==> src/rrs_pkg.sv <==
// ****************************************************************
// shared constants of the register slave link
// ****************************************************************
package rrs_pkg;
  // function codes
  localparam logic [7:0] FC_READ    = 8'h03;
  localparam logic [7:0] FC_WRITE1  = 8'h06;
  localparam logic [7:0] FC_WRITEN  = 8'h10;
  localparam logic [7:0] FC_RDWR    = 8'h17;
  // exception answers and broadcast node
  localparam logic [7:0] EXC_FLAG   = 8'h80;
  localparam logic [7:0] EXC_FN     = 8'h01;
  localparam logic [7:0] EXC_ADDR   = 8'h02;
  localparam logic [7:0] NODE_BCAST = 8'h00;
  // access type field, bits 15-14 of a register address
  localparam logic [1:0] ACC_16     = 2'h0;
  localparam logic [1:0] ACC_32     = 2'h1;
  // logical register numbering offset
  localparam logic [15:0] REG_BASE  = 16'h9c40;
  // limits and sizes
  localparam int MAX_REGS           = 20;
  localparam int RX_DEPTH           = 64;
  // answer timeout at the master
  localparam int CLK_MHZ            = 25;
  localparam int RSP_TIMEOUT_US     = 1000;
  localparam int RSP_TIMEOUT_CYC    = RSP_TIMEOUT_US * CLK_MHZ;
endpackage

==> src/rrs_link_if.sv <==
`timescale 1ns/1ps
// ****************************************************************
// byte stream link, frame cut by last, crc handled by companion
// ****************************************************************
interface rrs_link_if;
  logic       req_valid;
  logic       req_ready;
  logic [7:0] req_data;
  logic       req_last;
  logic       req_crc_err;
  logic       rsp_valid;
  logic       rsp_ready;
  logic [7:0] rsp_data;
  logic       rsp_last;
  modport master (output req_valid, req_data, req_last, req_crc_err, rsp_ready,
                  input  req_ready, rsp_valid, rsp_data, rsp_last);
  modport slave  (input  req_valid, req_data, req_last, req_crc_err, rsp_ready,
                  output req_ready, rsp_valid, rsp_data, rsp_last);
endinterface

==> src/rrs_fifo2.sv <==
`timescale 1ns/1ps
// ****************************************************************
// two entry buffer, full throughput with registered data
// ****************************************************************
module rrs_fifo2 #(
  parameter int WIDTH = 9
) (
  // clock and reset
  input  wire logic             clk,
  input  wire logic             srst,
  // filling side
  input  wire logic             in_valid,
  output logic                  in_ready,
  input  wire logic [WIDTH-1:0] in_data,
  // draining side
  output logic                  out_valid,
  input  wire logic             out_ready,
  output logic [WIDTH-1:0]      out_data
);
  typedef struct packed {
    logic [1:0][WIDTH-1:0] mem;
    logic [1:0]            cnt;
    logic                  rd;
    logic                  wr;
  } rrs_fifo_s;

  rrs_fifo_s r;
  rrs_fifo_s next_r;
  logic      push;
  logic      pop;

  if (WIDTH < 1)
  begin : g_bad_width
    $error("rrs_fifo2: WIDTH must be at least one");
  end

  // full and empty come straight from the count
  assign in_ready  = (r.cnt != 2'h2);
  assign out_valid = (r.cnt != 2'h0);
  assign out_data  = r.mem[r.rd];
  assign push      = in_valid && in_ready;
  assign pop       = out_valid && out_ready;

  // pointer and count update
  always_comb
  begin
    next_r = r;
    if (push)
    begin
      next_r.mem[r.wr] = in_data;
      next_r.wr        = ~r.wr;
    end
    if (pop)
      next_r.rd = ~r.rd;
    if (push && !pop)
      next_r.cnt = r.cnt + 2'h1;
    else if (pop && !push)
      next_r.cnt = r.cnt - 2'h1;
  end

  // state register
  always_ff @(posedge clk)
  begin
    if (srst)
      r <= '0;
    else
      r <= next_r;
  end
endmodule

==> src/rrs_slave.sv <==
`timescale 1ns/1ps
// ****************************************************************
// register slave: frame filter, decoder, writer and answer builder
// ****************************************************************
// Overview of operation
// - slave end answers remote register requests
// - accept function codes 3, 6, 16, 23
// - at most twenty registers per transaction
// - parameter index is menu*100 plus parameter
// - address bits 15-14 select access width
// - 16-bit read of wide parameter gives low half
// - frame address is logical number minus one
// - act only on own or broadcast node
// - read request is eight bytes with crc
// - read answer: node, fc, count, data
// - too many read registers gives exception 2
// - single write stores, then echoes request
// - single write to wide parameter: 16 bits
// - multiple write carries count, bytes, data
// - oversize multiple write dropped without answer
// - multiple write answer echoes start, count
// - combined request carries read, write, data
// - combined answer: node, fc, count, data
module rrs_slave #(
  parameter int MAX_REGS = rrs_pkg::MAX_REGS
) (
  // clock and reset
  input  wire logic        clk,
  input  wire logic        srst,
  // link to the remote master
  rrs_link_if.slave        lnk,
  // own node address
  input  wire logic [7:0]  node_addr,
  // parameter store write port
  output logic             par_wr,
  output logic [13:0]      par_wr_idx,
  output logic [31:0]      par_wr_data,
  output logic             par_wr_wide,
  // parameter store read port, answered in the same cycle
  output logic [13:0]      par_rd_idx,
  input  wire logic [31:0] par_rd_data,
  // status
  output logic             frame_drop
);
  typedef enum logic [3:0] {
    ST_RX    = 4'h1,
    ST_CHECK = 4'h2,
    ST_WRITE = 4'h4,
    ST_SEND  = 4'h8
  } rrs_state_e;

  typedef struct packed {
    rrs_state_e                        st;
    logic [rrs_pkg::RX_DEPTH-1:0][7:0] rx;
    logic [6:0]                        rxn;
    logic                              ovf;
    logic                              crc_err;
    logic [7:0]                        exc;
    logic [5:0]                        k;
    logic [15:0]                       hi;
    logic [6:0]                        j;
    logic                              wr;
    logic [13:0]                       widx;
    logic [31:0]                       wdata;
    logic                              wide;
    logic                              drop;
  } rrs_slave_s;

  rrs_slave_s  r;
  rrs_slave_s  next_r;
  logic [7:0]  fc;
  logic [5:0]  off;
  logic [5:0]  db;
  logic [15:0] radr;
  logic [15:0] rcnt;
  logic [15:0] wadr;
  logic [15:0] wcnt;
  logic [13:0] rbase;
  logic [13:0] wbase;
  logic        rok;
  logic        wok;
  logic        wide_w;
  logic        bcast;
  logic [15:0] d;
  logic [6:0]  m;
  logic [5:0]  rk;
  logic [15:0] rword;
  logic [6:0]  tlen;
  logic [7:0]  tbyte;
  logic        f_valid;
  logic        f_ready;
  logic [8:0]  f_data;

  if (MAX_REGS < 1 || MAX_REGS > 20)
  begin : g_bad_max
    $error("rrs_slave: MAX_REGS must lie in 1..20");
  end

  // ****************************************************************
  // field decode of the stored frame
  // ****************************************************************
  // combined request shifts its write fields by four bytes
  assign fc     = r.rx[1];
  assign off    = (fc == rrs_pkg::FC_RDWR) ? 6'h4 : 6'h0;
  assign radr   = {r.rx[2], r.rx[3]};
  assign rcnt   = {r.rx[4], r.rx[5]};
  assign wadr   = {r.rx[6'h2 + off], r.rx[6'h3 + off]};
  assign wcnt   = (fc == rrs_pkg::FC_WRITE1) ? 16'h1 : {r.rx[6'h4 + off], r.rx[6'h5 + off]};
  assign db     = (fc == rrs_pkg::FC_WRITE1) ? 6'h4 : 6'h7 + off;
  assign rbase  = radr[13:0] + 14'h1;
  assign wbase  = wadr[13:0] + 14'h1;
  assign bcast  = (r.rx[0] == rrs_pkg::NODE_BCAST);
  // a single write never pairs words, so it stays 16 bits wide
  assign wide_w = (wadr[15:14] == rrs_pkg::ACC_32) && (fc != rrs_pkg::FC_WRITE1);
  // reserved access types fail the range checks
  assign rok    = (rcnt != 16'h0) && (rcnt <= 16'(MAX_REGS)) && !radr[15];
  assign wok    = (wcnt != 16'h0) && (wcnt <= 16'(MAX_REGS)) && !wadr[15]
                  && ((fc == rrs_pkg::FC_WRITE1) || (r.rx[6'h6 + off] == {1'b0, wcnt[5:0], 1'b0}))
                  && (r.rxn == {1'b0, db} + {wcnt[5:0], 1'b0});
  assign d      = {r.rx[db + {r.k[4:0], 1'b0}], r.rx[db + {r.k[4:0], 1'b0} + 6'h1]};

  // ****************************************************************
  // answer byte selection
  // ****************************************************************
  // wide reads take two registers per parameter, high word first
  assign m          = r.j - 7'h3;
  assign rk         = m[6:1];
  assign par_rd_idx = (radr[15:14] == rrs_pkg::ACC_32) ? rbase + 14'(rk[5:1]) : rbase + 14'(rk);
  assign rword      = ((radr[15:14] == rrs_pkg::ACC_32) && !rk[0]) ? par_rd_data[31:16]
                                                                   : par_rd_data[15:0];
  assign tlen       = (r.exc != 8'h0) ? 7'h3
                    : ((fc == rrs_pkg::FC_READ) || (fc == rrs_pkg::FC_RDWR)) ? 7'h3 + {rcnt[5:0], 1'b0}
                    : 7'h6;

  // exception, data read or echo of the request head
  always_comb
  begin
    if (r.exc != 8'h0)
      tbyte = (r.j == 7'h0) ? r.rx[0] : (r.j == 7'h1) ? (fc | rrs_pkg::EXC_FLAG) : r.exc;
    else if ((fc == rrs_pkg::FC_READ) || (fc == rrs_pkg::FC_RDWR))
    begin
      if (r.j < 7'h2)
        tbyte = r.rx[r.j[5:0]];
      else if (r.j == 7'h2)
        tbyte = {1'b0, rcnt[5:0], 1'b0};
      else
        tbyte = m[0] ? rword[7:0] : rword[15:8];
    end
    else
      tbyte = r.rx[r.j[5:0]];
  end

  // ****************************************************************
  // sequencer
  // ****************************************************************
  always_comb
  begin
    next_r      = r;
    next_r.wr   = 1'b0;
    next_r.drop = 1'b0;
    f_valid     = 1'b0;
    f_data      = {(r.j == tlen - 7'h1), tbyte};
    unique case (r.st)
      // collect bytes; overlong frames are marked for dropping
      ST_RX:
      begin
        if (lnk.req_valid)
        begin
          if (!r.rxn[6])
          begin
            next_r.rx[r.rxn[5:0]] = lnk.req_data;
            next_r.rxn            = r.rxn + 7'h1;
          end
          else
            next_r.ovf = 1'b1;
          if (lnk.req_last)
          begin
            next_r.crc_err = lnk.req_crc_err;
            next_r.st      = ST_CHECK;
          end
        end
      end
      // decide execute, exception or silent drop
      ST_CHECK:
      begin
        next_r.exc = 8'h0;
        next_r.k   = 6'h0;
        next_r.j   = 7'h0;
        next_r.rxn = 7'h0;
        next_r.ovf = 1'b0;
        next_r.st  = ST_RX;
        if (!r.crc_err && !r.ovf && (r.rxn >= 7'h4)
            && ((r.rx[0] == node_addr) || bcast))
        begin
          case (fc)
            rrs_pkg::FC_READ:
            begin
              if (r.rxn == 7'h6)
              begin
                next_r.st = ST_SEND;
                if (!rok)
                  next_r.exc = rrs_pkg::EXC_ADDR;
              end
            end
            rrs_pkg::FC_WRITE1, rrs_pkg::FC_WRITEN:
            begin
              if (wok)
                next_r.st = ST_WRITE;
            end
            rrs_pkg::FC_RDWR:
            begin
              if (wok && rok)
                next_r.st = ST_WRITE;
              else if (wok)
              begin
                next_r.st  = ST_SEND;
                next_r.exc = rrs_pkg::EXC_ADDR;
              end
            end
            default:
            begin
              next_r.st  = ST_SEND;
              next_r.exc = rrs_pkg::EXC_FN;
            end
          endcase
          if (bcast && (next_r.st == ST_SEND))
            next_r.st = ST_RX;
        end
        next_r.drop = (next_r.st == ST_RX);
      end
      // one register per cycle; wide mode stores the high word first
      ST_WRITE:
      begin
        if (wide_w && !r.k[0])
          next_r.hi = d;
        else
        begin
          next_r.wr    = 1'b1;
          next_r.widx  = wide_w ? wbase + 14'(r.k[5:1]) : wbase + 14'(r.k);
          next_r.wdata = wide_w ? {r.hi, d} : {16'h0, d};
          next_r.wide  = wide_w;
        end
        next_r.k = r.k + 6'h1;
        if (r.k == wcnt[5:0] - 6'h1)
          next_r.st = bcast ? ST_RX : ST_SEND;
      end
      // the buffer ready stalls this walk
      ST_SEND:
      begin
        f_valid = 1'b1;
        if (f_ready)
        begin
          next_r.j = r.j + 7'h1;
          if (r.j == tlen - 7'h1)
            next_r.st = ST_RX;
        end
      end
    endcase
  end

  // state register
  always_ff @(posedge clk)
  begin
    if (srst)
    begin
      r    <= '0;
      r.st <= ST_RX;
    end
    else
      r <= next_r;
  end

  // ****************************************************************
  // outputs and answer buffer
  // ****************************************************************
  assign lnk.req_ready = (r.st == ST_RX);
  assign par_wr        = r.wr;
  assign par_wr_idx    = r.widx;
  assign par_wr_data   = r.wdata;
  assign par_wr_wide   = r.wide;
  assign frame_drop    = r.drop;

  // a stalled master loses no answer byte
  rrs_fifo2 #(
    .WIDTH (9)
  ) u_tx_buf (
    .clk       (clk),
    .srst      (srst),
    .in_valid  (f_valid),
    .in_ready  (f_ready),
    .in_data   (f_data),
    .out_valid (lnk.rsp_valid),
    .out_ready (lnk.rsp_ready),
    .out_data  ({lnk.rsp_last, lnk.rsp_data})
  );
endmodule

==> src/flat_wrapper.sv <==
// flat-port wrapper written by rule: the top's interface ports become plain ports
module rrs_slave_flat 
#(
  parameter int MAX_REGS = rrs_pkg::MAX_REGS
)
  (clk, srst, node_addr, par_wr, par_wr_idx, par_wr_data, par_wr_wide, par_rd_idx, par_rd_data, frame_drop, lnk_req_valid, lnk_req_data, lnk_req_last, lnk_req_crc_err, lnk_rsp_ready, lnk_req_ready, lnk_rsp_valid, lnk_rsp_data, lnk_rsp_last);
  rrs_link_if lnk_i ();
  input  wire logic clk;
  input  wire logic srst;
  input  wire logic [7:0] node_addr;
  output logic par_wr;
  output logic [13:0] par_wr_idx;
  output logic [31:0] par_wr_data;
  output logic par_wr_wide;
  output logic [13:0] par_rd_idx;
  input  wire logic [31:0] par_rd_data;
  output logic frame_drop;
  input wire logic [$bits(lnk_i.req_valid)-1:0] lnk_req_valid;
  input wire logic [$bits(lnk_i.req_data)-1:0] lnk_req_data;
  input wire logic [$bits(lnk_i.req_last)-1:0] lnk_req_last;
  input wire logic [$bits(lnk_i.req_crc_err)-1:0] lnk_req_crc_err;
  input wire logic [$bits(lnk_i.rsp_ready)-1:0] lnk_rsp_ready;
  output wire logic [$bits(lnk_i.req_ready)-1:0] lnk_req_ready;
  output wire logic [$bits(lnk_i.rsp_valid)-1:0] lnk_rsp_valid;
  output wire logic [$bits(lnk_i.rsp_data)-1:0] lnk_rsp_data;
  output wire logic [$bits(lnk_i.rsp_last)-1:0] lnk_rsp_last;
  assign lnk_i.req_valid = lnk_req_valid;
  assign lnk_i.req_data = lnk_req_data;
  assign lnk_i.req_last = lnk_req_last;
  assign lnk_i.req_crc_err = lnk_req_crc_err;
  assign lnk_i.rsp_ready = lnk_rsp_ready;
  assign lnk_req_ready = lnk_i.req_ready;
  assign lnk_rsp_valid = lnk_i.rsp_valid;
  assign lnk_rsp_data = lnk_i.rsp_data;
  assign lnk_rsp_last = lnk_i.rsp_last;
  rrs_slave #(.MAX_REGS(MAX_REGS)) u_core (.clk(clk), .srst(srst), .lnk(lnk_i), .node_addr(node_addr), .par_wr(par_wr), .par_wr_idx(par_wr_idx), .par_wr_data(par_wr_data), .par_wr_wide(par_wr_wide), .par_rd_idx(par_rd_idx), .par_rd_data(par_rd_data), .frame_drop(frame_drop));
endmodule
==> config.mk <==
export PLATFORM = sky130hd
export DESIGN_NAME = rrs_slave_flat
export DESIGN_NICKNAME = d
export VERILOG_FILES = /design/src/rrs_pkg.sv /design/src/rrs_link_if.sv /design/src/rrs_fifo2.sv /design/src/rrs_slave.sv /design/src/flat_wrapper.sv
export SDC_FILE = /design/constraint.sdc
export NUM_CORES = 2
export LEC_CHECK = 0
export BUFFER_PORTS_ARGS = -buffer_cell sky130_fd_sc_hd__buf_2
export CAP_MARGIN = 20
export CORE_AREA = 4 4 263 394
export CTS_BUF_LIST = sky130_fd_sc_hd__clkbuf_4
export DETAILED_ROUTE_END_ITERATION = 8
export DIE_AREA = 0 0 267 398
export GPL_TIMING_DRIVEN = 0
export SLEW_MARGIN = 20
export SYNTH_ARGS = -nofsm -noshare
export SYNTH_HDL_FRONTEND = slang
export SYNTH_SLANG_ARGS = --single-unit
==> constraint.sdc <==
create_clock -name clk -period 7.95 [get_ports clk]
set_input_delay 0.795 -clock clk [delete_from_list [all_inputs] [get_ports clk]]
set_output_delay 0.795 -clock clk [all_outputs]
set_load 0.01 [all_outputs]
==> impl_metrics.env <==
export IMPL_outcome="finished with violations"
export IMPL_violations="negative setup slack"
export IMPL_path_cells="buf_2 -> or4b_4 -> nor2_4 -> inv_2 -> clkbuf_4 -> clkbuf_2 -> buf_16 -> ha_1 -> inv_1 -> fa_1 -> clkbuf_1 -> nor2_1 -> o21ai_0 -> xnor2_1 -> clkbuf_1 -> and3_1 -> a31oi_1 -> mux2i_1 -> mux2i_2 -> a22o_1"
export IMPL_die_w_um=267
export IMPL_drv_slew=0
export IMPL_synth_seq_cells=627
export IMPL_die_h_um=398
export IMPL_rr_worst_depth=20
export IMPL_grt_max_degree=29
export IMPL_viasPerCell=6.94
export IMPL_syn_area_sq_mm=0.0399
export IMPL_grt_pass1_wl_um=346000
export IMPL_dieArea_sq_mm=0.106
export IMPL_min_period_ns=8.31
export IMPL_drt_initial_drc_count=6093
export IMPL_first_global_vias=39700
export IMPL_syn_nets=4428
export IMPL_drcViolationCount=0
export IMPL_min_path_type="in2reg"
export IMPL_worstPathRequired_ns=9.04
export IMPL_layout_nets=4734
export IMPL_synth_most_common_cell="dfxtp_1"
export IMPL_path_class="reg2reg"
export IMPL_synth_cell_types=86
export IMPL_final_setup_viol_count=19
export IMPL_ys_seq_area_frac=0.315
export IMPL_dr_pass1_iters=6
export IMPL_yosysTopAreaCell="dfxtp_1"
export IMPL_cpMaxStageDelayCell="xnor2_1"
export IMPL_drt_wl_total_um=264000
export IMPL_cp_arrival_ns=9.40
export IMPL_clockBufferDepth=3
export IMPL_clock_sinks=627
export IMPL_placed_cells=5772
export IMPL_coreArea_sq_mm=0.0999
export IMPL_syn_inst=4337
export IMPL_numPortBuffers=119
export IMPL_path_max_fanout=20
export IMPL_start_util=0.399
export IMPL_setup_tns_ns=-2.93
export IMPL_total_power_mw=9.46
export IMPL_grt_use_total=0.485
export IMPL_synthFlopType="dfxtp_1"
export IMPL_postCtsSetupBuffers=0
export IMPL_syn_avg_cell_area_sq_um=9.19
export IMPL_end_kind="flip-flop"
export IMPL_powerDensity_mw_per_mm2=210
export IMPL_hold_viol_final=0
export IMPL_slowest_delay_ns=1.19
export IMPL_wl_per_cell_um=43.5
export IMPL_vdd_ir_drop_max_v=0.000136
export IMPL_ys_top_cells_by_count="627 x dfxtp_1, 608 x nand2_1, 424 x nor2_1, 388 x mux2i_1, 376 x a21oi_1"
export IMPL_post_route_period_util=1.05
export IMPL_cts_root_buffer="clkbuf_4"
export IMPL_cp_common_cell="clkbuf_1"
export IMPL_max_slew_worst_pin_slew_ns=1.28
export IMPL_final_util=0.451
export IMPL_synth_async_reset_ratio=0
export IMPL_setup_ws_ns=-0.362
export IMPL_synth_edff_count=0
export IMPL_synth_warnings=0
export IMPL_synth_top_area_share=0.315
export IMPL_timing_fmax_mhz=120
export IMPL_antenna_found_initial=24
export IMPL_final_antenna_net_count=0
export IMPL_rsz0062_at_grt="yes"
export IMPL_power_leakage_nw=14.9
export IMPL_gr_total_overflow=0
export IMPL_layoutNonFillerInstCount=6073
export IMPL_placed_area_sq_mm=0.0427
export IMPL_io_pins=128
export IMPL_min_path_cells=3
export IMPL_gp_congestion=1.10
export IMPL_dp_hpwl_um=200000
export IMPL_cts_tree="done"
export IMPL_cts_buffers=166
export IMPL_cts_htree_levels=4
export IMPL_areaGrowthSynthToFinish_pct=12.9
export IMPL_insertion_delay_ns=1.24
export IMPL_row_count=142
export IMPL_cp_start_kind="flip-flop"
export IMPL_clkTransAtPathRegs_ns=0.07
export IMPL_synth_area_leaders="dfxtp_1 31%, mux4_2 21%, mux2i_1 9.7%"
export IMPL_fin_skew_ns=0.0653
export IMPL_vias=42100
export IMPL_drive_gt1_frac=0.224
export IMPL_drv_cap=0
export IMPL_fin_area_sq_mm=0.0450
export IMPL_relSlewSlack=0.141
## cell type report
type	count	area [sq um]
timing repair buffer	145	1020
tap	1296	1620
clock inverter	49	283
antenna	15	37.5
inverter	44	165
clock buffer	238	1790
buffer	457	2180
sequential	627	12600
multi-input combinational	3202	25400
fill	10100	54900
## critical path: cells and delay by family (launching register included)
family                   cells  cell delay (ns)
AO/OA/AOI/OAI                3             0.85
XOR/XNOR                     1             1.19
adder cells (fa/ha/maj)      2             0.61
buffers and inverters        8             2.89
flip-flops                   1             0.33
multiplexers                 2             0.91
AND/OR/NAND/NOR              4             1.38
## final timing paths
check                   startpoint                    end  slack (ns)
max                   u_core.fc[3]           u_core.r[59]       -0.36
min                           srst           u_core.r[59]        0.21
max reg2reg           u_core.fc[3]           u_core.r[59]       -0.36
min reg2reg  u_core.u_tx_buf.r[12]  u_core.u_tx_buf.r[12]        0.45
## per-stage QoR
step,hold WS [ns],setup slack [ns]
final,0.210,-0.362
after global routing,0.152,-0.0392
after detailed placement,0.446,-2.14
after floorplan,0.425,2.45
after CTS,0.109,0.0204
after global placement,0.441,-4.26
## cell usage in the layout, fill, tap and decap left out, types with 43 or more instances in the layout
cell      Yosys  final
a21oi_1     376    376
a31oi_1      50     48
buf_2        38    171
buf_4        50     61
clkbuf_1    323    242
clkbuf_2      1     74
clkbuf_4      0    247
dfxtp_1     627    626
mux2i_1     388    382
mux4_2      375    375
nand2_1     608    608
nand3_1     306    303
nor2_1      424    408
nor3_1       45     43
o21ai_0      87     87
xnor2_1      55     51
xor2_1       48     48
## state kept, by name, indices dropped and copies added, names as in the netlist
| name | flops |
|---|---|
| u_core.r | 548 |
| u_core.par_wr_data | 32 |
| u_core.u_tx_buf.r | 22 |
| u_core.par_wr_idx | 14 |
| u_core.fc | 8 |
| u_core.frame_drop | 1 |
| u_core.par_wr | 1 |
| u_core.par_wr_wide | 1 |
## layer usage
metal	global-route usage	routed length (um)
met1	0.531	87200
met2	0.734	114000
met3	0.152	30500
met4	0.472	32500
met5	0.0103	41
## power by group
part / switching, mW / internal (mW) / leakage (nW) / total (mW)
sequential: 0.0467 / 3.18 / 5.05 / 3.23
clock: 1.59 / 1.42 / 1.23 / 3.01
combinational: 2.41 / 0.818 / 8.67 / 3.23
## repair_timing
action / CTS / global route
setup endpoints to repair: 42 / 15
resized for setup: 29 / 19
endpoints found under the hold margin: 4 / 0
pin swaps: 0 / 0
gates cloned: 0 / 0
hold buffers: 4 / 0
## kinds of logic after synthesis
group,synth area share
adder cells (fa/ha/maj),0.0124
flip-flops,0.315
AO/OA/AOI/OAI,0.107
buffers and inverters,0.0543
multiplexers,0.316
XOR/XNOR,0.0226
AND/OR/NAND/NOR,0.173
Note: power is estimated with default switching activity, not from simulation.
